**src/inc/drt_pkg.sv**
```systemverilog
// Purpose: Shared constants for the dual reload timer with waveform output.
// Assumes: APB word addressing, 8-bit timers, data in the low byte.
// Notes: All offsets are byte addresses.
package drt_pkg;
   // ==========================================================
   // Sizes
   localparam int TMR_W = 8;
   localparam int NUM_TMR = 2;
   localparam int PRESC_W = 8;
   // ==========================================================
   // Register offsets
   localparam logic [7:0] OFS_CNT1 = 8'h00;
   localparam logic [7:0] OFS_CNT2 = 8'h04;
   localparam logic [7:0] OFS_MODE1 = 8'h08;
   localparam logic [7:0] OFS_MODE2 = 8'h0C;
   localparam logic [7:0] OFS_STAT = 8'h10;
   localparam logic [7:0] OFS_CLR = 8'h14;
   localparam logic [7:0] OFS_IEN = 8'h18;
   // ==========================================================
   // Mode register fields
   localparam int MODE_STOP = 2;
   localparam int MODE_WAVE = 3;
   localparam int MODE_LVL = 4;
   localparam int MODE_CSS_LO = 6;
   localparam int MODE_CSS_HI = 7;
   localparam logic [7:0] MODE_MASK = 8'hDC;
   localparam logic [7:0] MODE_RST = 8'h00;
   // ==========================================================
   // Count source selection codes and prescaler taps
   localparam logic [1:0] CSS_DIV8 = 2'h0;
   localparam logic [1:0] CSS_DIV64 = 2'h1;
   localparam logic [1:0] CSS_DIV128 = 2'h2;
   localparam logic [1:0] CSS_DIV256 = 2'h3;
   localparam int TAP_DIV8 = 2;
   localparam int TAP_DIV64 = 5;
   localparam int TAP_DIV128 = 6;
   localparam int TAP_DIV256 = 7;
   // ==========================================================
   // Counter values
   localparam logic [7:0] CNT_WRAP = 8'hFF;
   localparam logic [7:0] CNT_RST = 8'hFF;
   localparam logic [7:0] RLD_RST = 8'hFF;
   localparam logic [1:0] FLAGS_RST = 2'h0;
endpackage : drt_pkg

```
**src/hw/drt_timer.sv**
```systemverilog
// Purpose: Two 8-bit reload down counters with interrupts and waveform pins.
// Assumes: oscillator_input is synchronous to pclk; APB slave, no wait states.
// Notes: Count sources are taps of a prescaler advanced by oscillator edges.
// Contract
// - Four prescaled oscillator sources per timer
// - Write loads counter and reload latch together
// - Read returns counter contents, counting undisturbed
// - Stop bit zero counts, one holds
// - Decrement by one per source rising edge
// - Stop bit sampled while source high
// - Edge after wrap value flags underflow, reloads
// - Underflow sets timer interrupt request bit
// - Waveform mode drives level latch at underflow
// - Pin level undefined before first underflow
// - Read latch captured on source falling edge
// - Waveform mode takes pin from port function
// - Level latch zero low, one high
// - Select field bits 7:6 picks divider
//
// The APB interface to the registers and the register offsets are this design's own decisions.
`timescale 1ns/1ps
module drt_timer
   import drt_pkg::*;
(
   input wire logic pclk,
   input wire logic presetn,
   input wire logic psel,
   input wire logic penable,
   input wire logic pwrite,
   input wire logic [31:0] paddr,
   input wire logic [31:0] pwdata,
   output logic [31:0] prdata,
   output logic pready,
   output logic pslverr,
   input wire logic oscillator_input,
   input wire logic port1_bit2_data,
   input wire logic port1_bit2_dir,
   input wire logic port1_bit3_data,
   input wire logic port1_bit3_dir,
   output logic first_wave_output,
   output logic second_wave_output,
   output logic port1_bit2_pin_o,
   output logic port1_bit2_pin_oe,
   output logic port1_bit3_pin_o,
   output logic port1_bit3_pin_oe,
   output logic irq
);

   // ==========================================================
   // Helper functions
   function automatic logic pick_src(input logic [1:0] css, input logic [PRESC_W-1:0] p);
      logic s;
      s = 1'b0;
      case (css)
         CSS_DIV8: s = p[TAP_DIV8];
         CSS_DIV64: s = p[TAP_DIV64];
         CSS_DIV128: s = p[TAP_DIV128];
         default: s = p[TAP_DIV256];
      endcase
      return s;
   endfunction : pick_src

   function automatic logic is_addr(input logic [31:0] a, input logic [7:0] ofs);
      return (a[31:8] == 24'h000000) && (a[7:0] == ofs);
   endfunction : is_addr

   // ==========================================================
   // State
   logic osc_q, next_osc_q;
   logic [PRESC_W-1:0] presc, next_presc;
   logic [TMR_W-1:0] cnt [NUM_TMR];
   logic [TMR_W-1:0] next_cnt [NUM_TMR];
   logic [TMR_W-1:0] rld [NUM_TMR];
   logic [TMR_W-1:0] next_rld [NUM_TMR];
   logic [TMR_W-1:0] rdl [NUM_TMR];
   logic [TMR_W-1:0] next_rdl [NUM_TMR];
   logic [TMR_W-1:0] mode [NUM_TMR];
   logic [TMR_W-1:0] next_mode [NUM_TMR];
   logic [NUM_TMR-1:0] src_q, next_src_q;
   logic [NUM_TMR-1:0] stop_eff, next_stop_eff;
   logic [NUM_TMR-1:0] wave, next_wave;
   logic [NUM_TMR-1:0] sts, next_sts;
   logic [NUM_TMR-1:0] ien, next_ien;
   logic [31:0] next_prdata;
   logic [NUM_TMR-1:0] src, uf, cnt_wr;
   logic [NUM_TMR-1:0] clr_bits;
   logic wr_acc, setup, mapped;

   // ==========================================================
   // Bus decode
   assign pready = 1'b1;
   assign wr_acc = psel & penable & pwrite;
   assign setup = psel & ~penable;

   always_comb begin
      mapped = 1'b0;
      if (is_addr(paddr, OFS_CNT1)) begin
         mapped = 1'b1;
      end else if (is_addr(paddr, OFS_CNT2)) begin
         mapped = 1'b1;
      end else if (is_addr(paddr, OFS_MODE1)) begin
         mapped = 1'b1;
      end else if (is_addr(paddr, OFS_MODE2)) begin
         mapped = 1'b1;
      end else if (is_addr(paddr, OFS_STAT)) begin
         mapped = 1'b1;
      end else if (is_addr(paddr, OFS_CLR)) begin
         mapped = 1'b1;
      end else if (is_addr(paddr, OFS_IEN)) begin
         mapped = 1'b1;
      end
   end

   assign pslverr = psel & penable & ~mapped;

   // ==========================================================
   // Read data, registered in the setup cycle
   always_comb begin
      next_prdata = prdata;
      if (setup) begin
         next_prdata = 32'h00000000;
         if (is_addr(paddr, OFS_CNT1)) begin
            next_prdata[TMR_W-1:0] = rdl[0];
         end else if (is_addr(paddr, OFS_CNT2)) begin
            next_prdata[TMR_W-1:0] = rdl[1];
         end else if (is_addr(paddr, OFS_MODE1)) begin
            next_prdata[TMR_W-1:0] = mode[0];
         end else if (is_addr(paddr, OFS_MODE2)) begin
            next_prdata[TMR_W-1:0] = mode[1];
         end else if (is_addr(paddr, OFS_STAT)) begin
            next_prdata[NUM_TMR-1:0] = sts;
         end else if (is_addr(paddr, OFS_IEN)) begin
            next_prdata[NUM_TMR-1:0] = ien;
         end
      end
   end

   // ==========================================================
   // Prescaler advanced by oscillator rising edges
   always_comb begin
      next_osc_q = oscillator_input;
      next_presc = presc;
      if (oscillator_input && !osc_q) begin
         next_presc = presc + 8'h01;
      end
   end

   // ==========================================================
   // Timer cores
   always_comb begin
      cnt_wr[0] = wr_acc & is_addr(paddr, OFS_CNT1);
      cnt_wr[1] = wr_acc & is_addr(paddr, OFS_CNT2);
      clr_bits = '0;
      if (wr_acc && is_addr(paddr, OFS_CLR)) begin
         clr_bits = pwdata[NUM_TMR-1:0];
      end
      next_ien = ien;
      if (wr_acc && is_addr(paddr, OFS_IEN)) begin
         next_ien = pwdata[NUM_TMR-1:0];
      end
      next_src_q = src_q;
      next_stop_eff = stop_eff;
      next_wave = wave;
      src = '0;
      uf = '0;
      for (int i = 0; i < NUM_TMR; i++) begin
         next_cnt[i] = cnt[i];
         next_rld[i] = rld[i];
         next_rdl[i] = rdl[i];
         next_mode[i] = mode[i];
         src[i] = pick_src(mode[i][MODE_CSS_HI:MODE_CSS_LO], presc);
         next_src_q[i] = src[i];
         // The stop bit reaches the counter only while its source is high.
         // A stop written while the source is low still lets the next rising
         // edge count, so software waits one source period after stopping
         // before it relies on a frozen count or a quiet status bit.
         // Reads return the read latch, which may lag the counter by one count.
         if (src[i]) begin
            next_stop_eff[i] = mode[i][MODE_STOP];
         end
         if (src[i] && !src_q[i] && !stop_eff[i]) begin
            if (cnt[i] == CNT_WRAP) begin
               uf[i] = 1'b1;
               next_cnt[i] = rld[i] - 8'h01;
            end else begin
               next_cnt[i] = cnt[i] - 8'h01;
            end
         end
         if (!src[i] && src_q[i]) begin
            next_rdl[i] = cnt[i];
         end
         if (cnt_wr[i]) begin
            next_cnt[i] = pwdata[TMR_W-1:0];
            next_rld[i] = pwdata[TMR_W-1:0];
            next_rdl[i] = pwdata[TMR_W-1:0];
         end
         if (uf[i] && mode[i][MODE_WAVE]) begin
            next_wave[i] = mode[i][MODE_LVL];
         end
      end
      if (wr_acc && is_addr(paddr, OFS_MODE1)) begin
         next_mode[0] = pwdata[TMR_W-1:0] & MODE_MASK;
      end
      if (wr_acc && is_addr(paddr, OFS_MODE2)) begin
         next_mode[1] = pwdata[TMR_W-1:0] & MODE_MASK;
      end
      next_sts = (sts & ~clr_bits) | uf;
   end

   // ==========================================================
   // Registers
   always_ff @(posedge pclk or negedge presetn) begin
      if (!presetn) begin
         osc_q <= 1'b0;
         presc <= '0;
         src_q <= '0;
         stop_eff <= '0;
         wave <= '0;
         sts <= FLAGS_RST;
         ien <= FLAGS_RST;
         prdata <= 32'h00000000;
         for (int i = 0; i < NUM_TMR; i++) begin
            cnt[i] <= CNT_RST;
            rld[i] <= RLD_RST;
            rdl[i] <= CNT_RST;
            mode[i] <= MODE_RST;
         end
      end else begin
         osc_q <= next_osc_q;
         presc <= next_presc;
         src_q <= next_src_q;
         stop_eff <= next_stop_eff;
         wave <= next_wave;
         sts <= next_sts;
         ien <= next_ien;
         prdata <= next_prdata;
         for (int i = 0; i < NUM_TMR; i++) begin
            cnt[i] <= next_cnt[i];
            rld[i] <= next_rld[i];
            rdl[i] <= next_rdl[i];
            mode[i] <= next_mode[i];
         end
      end
   end

   // ==========================================================
   // Outputs and shared pins
   assign irq = |(sts & ien);
   assign first_wave_output = wave[0];
   assign second_wave_output = wave[1];
   assign port1_bit2_pin_o = mode[0][MODE_WAVE] ? wave[0] : port1_bit2_data;
   assign port1_bit2_pin_oe = mode[0][MODE_WAVE] | port1_bit2_dir;
   assign port1_bit3_pin_o = mode[1][MODE_WAVE] ? wave[1] : port1_bit3_data;
   assign port1_bit3_pin_oe = mode[1][MODE_WAVE] | port1_bit3_dir;

endmodule : drt_timer

```
**config.mk**
```make
export PLATFORM = sky130hd
export DESIGN_NAME = drt_timer
export DESIGN_NICKNAME = d
export VERILOG_FILES = /design/src/inc/drt_pkg.sv /design/src/hw/drt_timer.sv
export SDC_FILE = /design/constraint.sdc
export NUM_CORES = 1
export LEC_CHECK = 0
export ABC_CLOCK_PERIOD_IN_PS = 3060
export BUFFER_PORTS_ARGS = -buffer_cell sky130_fd_sc_hd__buf_2
export CAP_MARGIN = 10
export CORE_MARGIN = 5
export CORE_UTILIZATION = 54
export DETAILED_ROUTE_END_ITERATION = 8
export GPL_TIMING_DRIVEN = 0
export PLACE_DENSITY = 0.82
export SLEW_MARGIN = 10
export SYNTH_ARGS = -nofsm -noshare
export SYNTH_HDL_FRONTEND = slang
export SYNTH_SLANG_ARGS = --single-unit
```
**constraint.sdc**
```tcl
create_clock -name pclk -period 3.06 [get_ports pclk]
set_input_delay 0.459 -clock pclk [delete_from_list [all_inputs] [get_ports pclk]]
set_output_delay 0.459 -clock pclk [all_outputs]
set_load 0.05 [all_outputs]
```
==> impl.org, run 1 <==
** Floorplan
- Die span in y :: ~100 um
- Starting utilization of the core area :: 0.546
- The floorplan has 34 rows.
- Die X :: about 100 um
- Number of I/O pins :: 115
- The floorplan step defined a die boundary enclosing 0.0107 mm2.
- In this run the standard cell core region covers 0.00859 mm2.

** Setup path
- Data on the critical path arrives at its endpoint at 3080 ps.
- Library cell contributing the largest single delay on the critical path :: sky130_fd_sc_hd__o31ai_1
- The largest single stage delay on the critical path is ~600 ps.
- Startpoint kind of the worst setup timing path :: flip-flop
- In this run the worst setup path begins at cnt[14].
- Data required time at the worst endpoint :: 3330 ps
- Crit path capture type :: flip-flop
- WS Path Type :: reg2reg
- Top fanout value on the critical path :: 9
- Walking the worst path, the cells encountered are buf_2 -> nand4_1 -> o31ai_1 -> ha_1 -> nand4b_1 -> xor2_1 -> a211o_1 -> a21oi_1.
- Worst flop-to-flop path startpoint :: cnt[14]

** Routing
- Violation count after the first detailed-routing iteration :: roughly 280
- The routed design has 11200 um of wire.
- Count of nets left with antenna violations after detail routing :: 0
- Routed wire length per instance :: 16.1 um
- Drt drc :: 0
- Mean number of vias per cell :: 5.68
- The first TritonRoute pass finished after 5 iterations.
- Routed vias :: between 3000 and 4000

** Finish
- Commonest non-fill, non-tap cells in the layout :: sky130_fd_sc_hd__nand2_1, sky130_fd_sc_hd__buf_2, sky130_fd_sc_hd__dfstp_2, sky130_fd_sc_hd__o21ai_0, sky130_fd_sc_hd__dfrtp_1
- After the last flow step, the layout net total stands at between 600 and 700.
- Area overhead of the layout relative to synthesis :: 16.9%
- Area of the multi-input gates :: 0.00230 mm2
- Most common cell after layout, fill and taps aside :: sky130_fd_sc_hd__nand2_1
- Of the cells placed in the final design, the portion with a size suffix greater than 1 is 0.329.
- Measured on the finished design, the core utilization comes to 0.639.
- Counting the fill cells in the layout gives 715.
- Diodes inserted :: 0
- Total area of sequential cells :: ~0.0022 mm2

** Timing
- Headroom to the max-slew limit came out at 0.529.
- Number of hold violations in the final report :: 0
- Unrepaired setup endpoints after global routing :: false
- Final setup TNS :: 0 ps
- Number of slew-limit violations in the final report :: 0
- Clock period minus worst slack :: 2800 ps
- At the pin with the least slew margin, the transition time is 697 ps.
- Clock skew on the completed layout was measured at 14.7 ps.
- Final WS setup :: 256 ps
- Post-route clock period utilization :: 0.916
- Max Clock Freq :: roughly 360 MHz
- Setup violations remaining at the end of the flow were counted as 0.

** Synth
- Portion of the post-synthesis area used by sequential elements :: 0.466
- Synthesis produced 488 cells.
- For this run, the number of Yosys warnings is 0.
- Number of enable-type register cells in the synthesized netlist :: 0
- In this run the cell area of the synthesized design comes to between 0.004 and 0.005 mm2.
- Averaged over all synthesized cells, the footprint is 9.62 um2.
- Synth Register Bits :: 85
- Yosys cell types :: 54
- Of all flip-flops after synthesis, the portion carrying an async set or reset was 1.00.
- Top FF cell, synth :: sky130_fd_sc_hd__dfstp_2

** Flow run
- Across the run, the number of max-cap violations was 0.

** Power and ir drop
- Switching share of power :: 0.342
- The share of total power dissipated in sequential elements is 0.462.
- The internal power of the cells totals 2.48 mW.
- Total power per unit cell area :: 685 mW/mm2
- Power after layout :: 3.76 mW
- Max rail drop VDD :: 0.315 mV
- P_sw :: around 1.3 mW
- In this run the static leakage power is about 2.5 nW.
- Of the total power, the clock network draws 0.237.
- Proportion of power drawn by combinational gates :: 0.301

** Place
- Summed over all nets, the half-perimeter wirelength after detailed placement is roughly 8500 um.
- In this run the tool buffered the top-level ports with between 60 and 70 buffer cells.
- RePlAce Congestion :: 0.885
- Worst-case setup slack after placement :: 46.7 ps

** Clock network
- Number of buffers inserted to repair setup after CTS :: 0
- Clock-pin transition on the worst setup and hold timing paths :: 80 ps
- Clock latency on the worst-skew pair, taken at its later pin, is ~360 ps.
- TritonCTS sink count :: 85
- The clock passes through at most 2 buffers.
- In this run the number of H-tree levels came out at 3.
- The root buffer cell chosen for the clock tree is sky130_fd_sc_hd__clkbuf_8.
- TritonCTS clock tree :: built
- In this run, CTS created clock tree buffers numbering 9.

** Run status
- Outcome :: finished, final reports clean

** GRT
- Remaining Overflow, GRT :: 0
- For met3 alone, demand over resource in global routing was 0.0436.
- Busiest metal layer after global routing :: met2
- For met1 alone, demand over resource in global routing was 0.300.
- The initial antenna violation count was 0.
- Global routing met2 resource utilization :: 0.358
- The first global-routing pass estimated 18200 um of wire.
- Pin count of the biggest net entering global routing :: 65
- The number of global-route vias before repair is 3793.
- Global routing usage summed across all routing layers :: 0.221

** Worst hold path
- Startpoint of the most critical hold path :: oscillator_input
- The min-delay analysis places its worst path in the category in2reg.
[cells by family (layout without fill, tap and decap cells)]
group / Yosys count / in the layout / synth area share
compound gates: 99 / 99 / 0.121
xor+xnor: 9 / 9 / 0.0168
fa+ha+maj: 3 / 3 / 0.00799
buf+inv: 51 / 130 / 0.0623
flops: 85 / 85 / 0.466
mux: 48 / 48 / 0.127
other cells: 2 / 25 / 0.00160
simple gates: 191 / 191 / 0.197
[registers in the layout, summed over array words and instances (netlist names), 2 cells and up]
register  flops
cnt          16
rdl          16
rld          16
mode         10
prdata        8
presc         8
ien           2
src_q         2
stop_eff      2
sts           2
wave          2
[metal layers]
metal | wire, um | vias up
met4 | 204 | 0
li1 | - | 1878
met5 | 0 | -
met1 | 4800 | 1897
met2 | 5320 | 169
met3 | 901 | 18
[power groups by stage]
stage / combinational, mW / clock [mW] / sequential (mW)
final: 1.13 / 0.892 / 1.74
after global routing: 1.26 / 0.954 / 1.78
after CTS: 1.14 / 0.906 / 1.71
after detailed placement: 1.13 / 0 / 1.73
after global placement: 1.10 / 0 / 1.72
after floorplan: 0.894 / 0 / 1.66
[synthesized netlist by cell type (2+ instances only)]
library cell	count	area share
sky130_fd_sc_hd__dfrtp_1	37	0.20
sky130_fd_sc_hd__nor3_2	2	0.0043
sky130_fd_sc_hd__buf_2	3	0.0032
sky130_fd_sc_hd__nand2_1	93	0.074
sky130_fd_sc_hd__xor2_1	4	0.0075
sky130_fd_sc_hd__mux4_2	7	0.034
sky130_fd_sc_hd__or2_2	4	0.0053
sky130_fd_sc_hd__inv_1	6	0.0048
sky130_fd_sc_hd__mux2i_1	19	0.041
sky130_fd_sc_hd__a31oi_1	4	0.0053
sky130_fd_sc_hd__nor2_1	29	0.023
sky130_fd_sc_hd__or4_1	3	0.0048
sky130_fd_sc_hd__mux2_2	22	0.053
sky130_fd_sc_hd__nand4_1	7	0.0093
sky130_fd_sc_hd__and4_1	2	0.0037
sky130_fd_sc_hd__or3_1	7	0.0093
sky130_fd_sc_hd__nand2b_1	5	0.0067
sky130_fd_sc_hd__nand3_1	9	0.0096
sky130_fd_sc_hd__xnor2_1	5	0.0093
sky130_fd_sc_hd__a21oi_1	28	0.030
sky130_fd_sc_hd__o31ai_1	2	0.0032
sky130_fd_sc_hd__conb_1	2	0.0016
sky130_fd_sc_hd__nor4_1	7	0.0093
sky130_fd_sc_hd__o21ai_0	46	0.049
sky130_fd_sc_hd__nor3_1	4	0.0043
sky130_fd_sc_hd__nand4b_1	5	0.0093
sky130_fd_sc_hd__a22o_1	2	0.0037
sky130_fd_sc_hd__and3_1	3	0.0040
sky130_fd_sc_hd__and2_1	4	0.0053
sky130_fd_sc_hd__dfstp_2	48	0.27
sky130_fd_sc_hd__clkbuf_1	13	0.010
sky130_fd_sc_hd__nor2b_1	2	0.0027
sky130_fd_sc_hd__buf_1	3	0.0024
sky130_fd_sc_hd__o311a_1	2	0.0043
sky130_fd_sc_hd__ha_1	3	0.0080
sky130_fd_sc_hd__buf_4	26	0.042
sky130_fd_sc_hd__o211ai_1	3	0.0048
[path summary, 6_finish.rpt]
path,to,slack [ps],cells after the start
setup / recovery,cnt[14],260,8
hold / removal,osc_q,220,1
setup reg to reg,cnt[14],260,8
hold reg to reg,rld[9],460,2
max in group asynchronous,rdl[3],1870,3
min in group asynchronous,wave[0],530,2
[worst max-delay path, delay by kind of cell (launching register included)]
family	cells	cell delay (ps)
adders and majority gates	1	400
xor gates and xnor gates	1	180
buffers and inverters	1	180
AOI/OAI and AO/OA	3	1070
DFF	1	520
and+or+nand+nor	2	370
[through the flow]
| stage | hold WS, ps | cells | area [um2] |
|---|---|---|---|
| 6_report | 222 | 698 | 5490 |
| 5_1_grt | 211 | 698 | 5490 |
| 4_1_cts | 212 | 700 | 5500 |
| 3_5_place_dp | 377 | 683 | 5260 |
| 3_3_place_gp | 447 | 682 | 5230 |
| 2_1_floorplan | 163 | 511 | 4780 |
[timing repair]
item | 4_1_cts | 5_1_grt
hold buffers | 1 | 0
gates resized for setup | 0 | 2
endpoints found under the hold margin | 8 | 0
endpoints found under the setup margin | 0 | 3
[layout make-up]
cell class	count	area share
buffer	43	0.0478
multi-input combinational	375	0.419
clock inverter	4	0.0128
timing repair buffer	65	0.0647
sequential	85	0.398
inverter	6	0.00410
clock buffer	12	0.0285
tap	108	0.0246
No activity file was read; power rests on OpenSTA's default activity.
==> run 2, diff against run 1 <==
--- a/config.mk
+++ b/config.mk
@@ -12,6 +12,7 @@
 export CORE_UTILIZATION = 54
 export DETAILED_ROUTE_END_ITERATION = 8
 export GPL_TIMING_DRIVEN = 0
+export MAX_ROUTING_LAYER = met4
 export PLACE_DENSITY = 0.82
 export SLEW_MARGIN = 10
 export SYNTH_ARGS = -nofsm -noshare
==> impl.org, run 2 (synthesized netlist as in run 1, its figures left out) <==
** Run status
- The flow ran to the end, and the final reports show no timing, DRC or antenna violations.

** Timing
- Count of endpoints failing setup in the final report :: 0
- Slew of the pin with the lowest slew margin :: just over 700 ps
- In this run the tightest slew margin relative to its limit is 0.512.
- The clock period could shrink to 2770 ps.
- The final number of max-transition violations is 0.
- Number of hold violations in the final report :: 0
- Max Clock Freq :: between 300 and 400 MHz
- Final WS setup :: ~290 ps
- The clock arrives with 7.97 ps of skew.
- Final setup TNS :: 0 ps
- Unrepaired setup endpoints after global routing :: false
- Post-route clock period utilization :: 0.906

** Worst hold path
- Hold/Removal Path Class :: in2async

** Floorplan
- Floorplan row count :: 34
- Die X :: 103 um
- During I/O placement, the number of pins put on the boundary was 115.
- Starting utilization of the core area :: 0.546
- Total Die Area :: 0.0107 mm2
- The region available for standard cell placement spans between 0.008 and 0.009 mm2.
- In this run the vertical extent of the chip is around 100 um.

** GRT
- Busiest metal layer after global routing :: met2
- Pin count of the biggest net entering global routing :: between 60 and 70
- Antenna violations before repair :: 0
- Met3 usage in global routing :: 0.0382
- For this run, global-route usage on met2 was measured as 0.338.
- For this run, global-route usage on met1 was measured as 0.287.
- Global routing usage summed across all routing layers :: 0.219
- Via count of the first global-routing pass :: between 3000 and 4000
- The first global-routing pass estimated roughly 18000 um of wire.
- Remaining Overflow, GRT :: 0

** Setup path
- Path depth of the worst reg2reg path :: 9
- Worst flop-to-flop path startpoint :: cnt[2]
- In this run the critical register-to-register path is captured at cnt[6].
- The worst setup path is of the reg2reg kind.
- FF-to-FF setup slack :: 290 ps
- Walking the worst path, the cells encountered are clkbuf_1 -> nand4_1 -> or2_1 -> o21ai_1 -> ha_1 -> nand2_1 -> or3b_2 -> o21ai_0 -> o21ai_1.
- In this run the worst setup path begins at cnt[2].
- Signal arrival time at the worst endpoint :: 3040 ps
- Data on the critical path is required at its endpoint by 3330 ps.
- STA classifies the critical path startpoint as a flip-flop.
- Along the worst path, the maximum fanout reaches 8.
- Buffer and inverter count on the worst path :: 1
- On the critical path, the stage with the largest delay is an instance of sky130_fd_sc_hd__dfstp_2.
- Critical path's top delay family :: simple AND/OR/NAND/NOR gates
- Among the stages of the critical path, the cell type that occurs most often is sky130_fd_sc_hd__o21ai_1.
- Largest stage delay on the critical path :: 520 ps
- Crit path capture type :: flip-flop

** Finish
- Nets :: about 660
- Core occupancy in the finished layout :: 0.637
- Diodes inserted :: 0
- Largest registers ranked by flip-flop count :: cnt (16), rdl (16), rld (16)
- Leaving out fill and tap cells, the most frequent cell in the layout is sky130_fd_sc_hd__nand2_1.
- From synthesis to final layout, the design area changed by 16.6%.
- Commonest non-fill, non-tap cells in the layout :: sky130_fd_sc_hd__nand2_1, sky130_fd_sc_hd__buf_2, sky130_fd_sc_hd__dfstp_2, sky130_fd_sc_hd__o21ai_0, sky130_fd_sc_hd__dfrtp_1
- Fraction of layout cells with a size suffix above 1 :: 0.329

** Clock network
- Clock latency on the worst-skew pair :: 350 ps
- Cts-stage hold buffer count :: 0
- The longest clock path from root to sink contains 2 buffers.
- The number of gates resized after CTS was 0.
- TritonCTS clock tree :: built
- Once the clock tree was built, the setup fixing pass inserted 0 buffers.
- Total number of H-tree levels :: 3
- CTS placed an instance of sky130_fd_sc_hd__clkbuf_8 at the clock tree root.
- Clock-pin slew was measured on the worst setup and hold paths at ~80 ps.
- Clock buffers created by TritonCTS :: 9
- The clock drives 85 sinks.

** Routing
- Total wire length after detailed routing :: 10900 um
- The first routing iteration left ~300 violations.
- Once detail routing completed, the nets flagged for antenna violations numbered 0.
- The pre-antenna-repair detailed-routing pass consisted of 5 iterations.
- After detailed routing, the number of vias per cell comes to 5.72.
- Routed vias :: about 4000
- Routed wire length per instance :: 15.6 um
- For this run, design rule violations remaining after detail routing come to 0.

** Power and ir drop
- VDD sags by at most 0.307 mV.
- Leakage power of the design :: between 2 and 3 nW
- Dividing total power by cell area gives a power density of 679 mW/mm2.

** Flow run
- Max cap viols :: 0

** Place
- After legalization and detailed placement, the total HPWL measured 8400 um.
- RePlAce Congestion :: between 0.9 and 1
- OpenSTA, run right after detailed placement, puts the worst setup slack at approximately 100 ps.
- Buffers placed on the I/O ports in this run total 63.
run 2: report_power, final:
| group | total (mW) | internal (mW) | switching [mW] |
|---|---|---|---|
| clock network | 0.859 | 0.481 | 0.377 |
| registers | 1.73 | 1.49 | 0.238 |
| logic | 1.13 | 0.479 | 0.653 |
run 2: per-layer routing:
layer | share of wire | vias up
met5 | 0 | -
met4 | 0.025 | 0
met3 | 0.091 | 22
met2 | 0.46 | 214
met1 | 0.42 | 1882
li1 | - | 1872
run 2: worst max-delay path by stage:
stage / depth (start not counted) / slack, ps / end
final: 9 / 290 / cnt[6]
after global routing: 10 / 30 / cnt[6]
after CTS: 10 / 60 / cnt[6]
after detailed placement: 10 / 100 / cnt[6]
after global placement: 9 / 150 / cnt[6]
after floorplan: 9 / 500 / cnt[6]
run 2: worst register-to-register path, stage by stage, from the launching register on:
cell and delay (ps):
sky130_fd_sc_hd__dfstp_2 520, sky130_fd_sc_hd__clkbuf_1 270, sky130_fd_sc_hd__nand4_1 180, sky130_fd_sc_hd__or2_1 330, sky130_fd_sc_hd__o21ai_1 230, sky130_fd_sc_hd__ha_1 280, sky130_fd_sc_hd__nand2_1 140, sky130_fd_sc_hd__or3b_2 480
sky130_fd_sc_hd__o21ai_0 190, sky130_fd_sc_hd__o21ai_1 90
run 2: area by class of cell:
type / count / area, um2
clock inverter: 4 / 72.6
tap: 108 / 135
clock buffer: 12 / 145
sequential: 85 / 2190
multi-input combinational: 375 / 2300
fill: 716 / 3120
inverter: 6 / 22.5
timing repair buffer: 64 / 345
buffer: 44 / 267
run 2: per-stage QoR:
step	total power [mW]	hold slack [ps]	instances	area [um2]
after floorplan	2.55	163	511	4780
after global placement	2.81	447	682	5230
after detailed placement	2.86	396	683	5260
after CTS	3.73	8.47	699	5480
after global routing	3.96	29.5	698	5480
final	3.72	7.24	698	5480
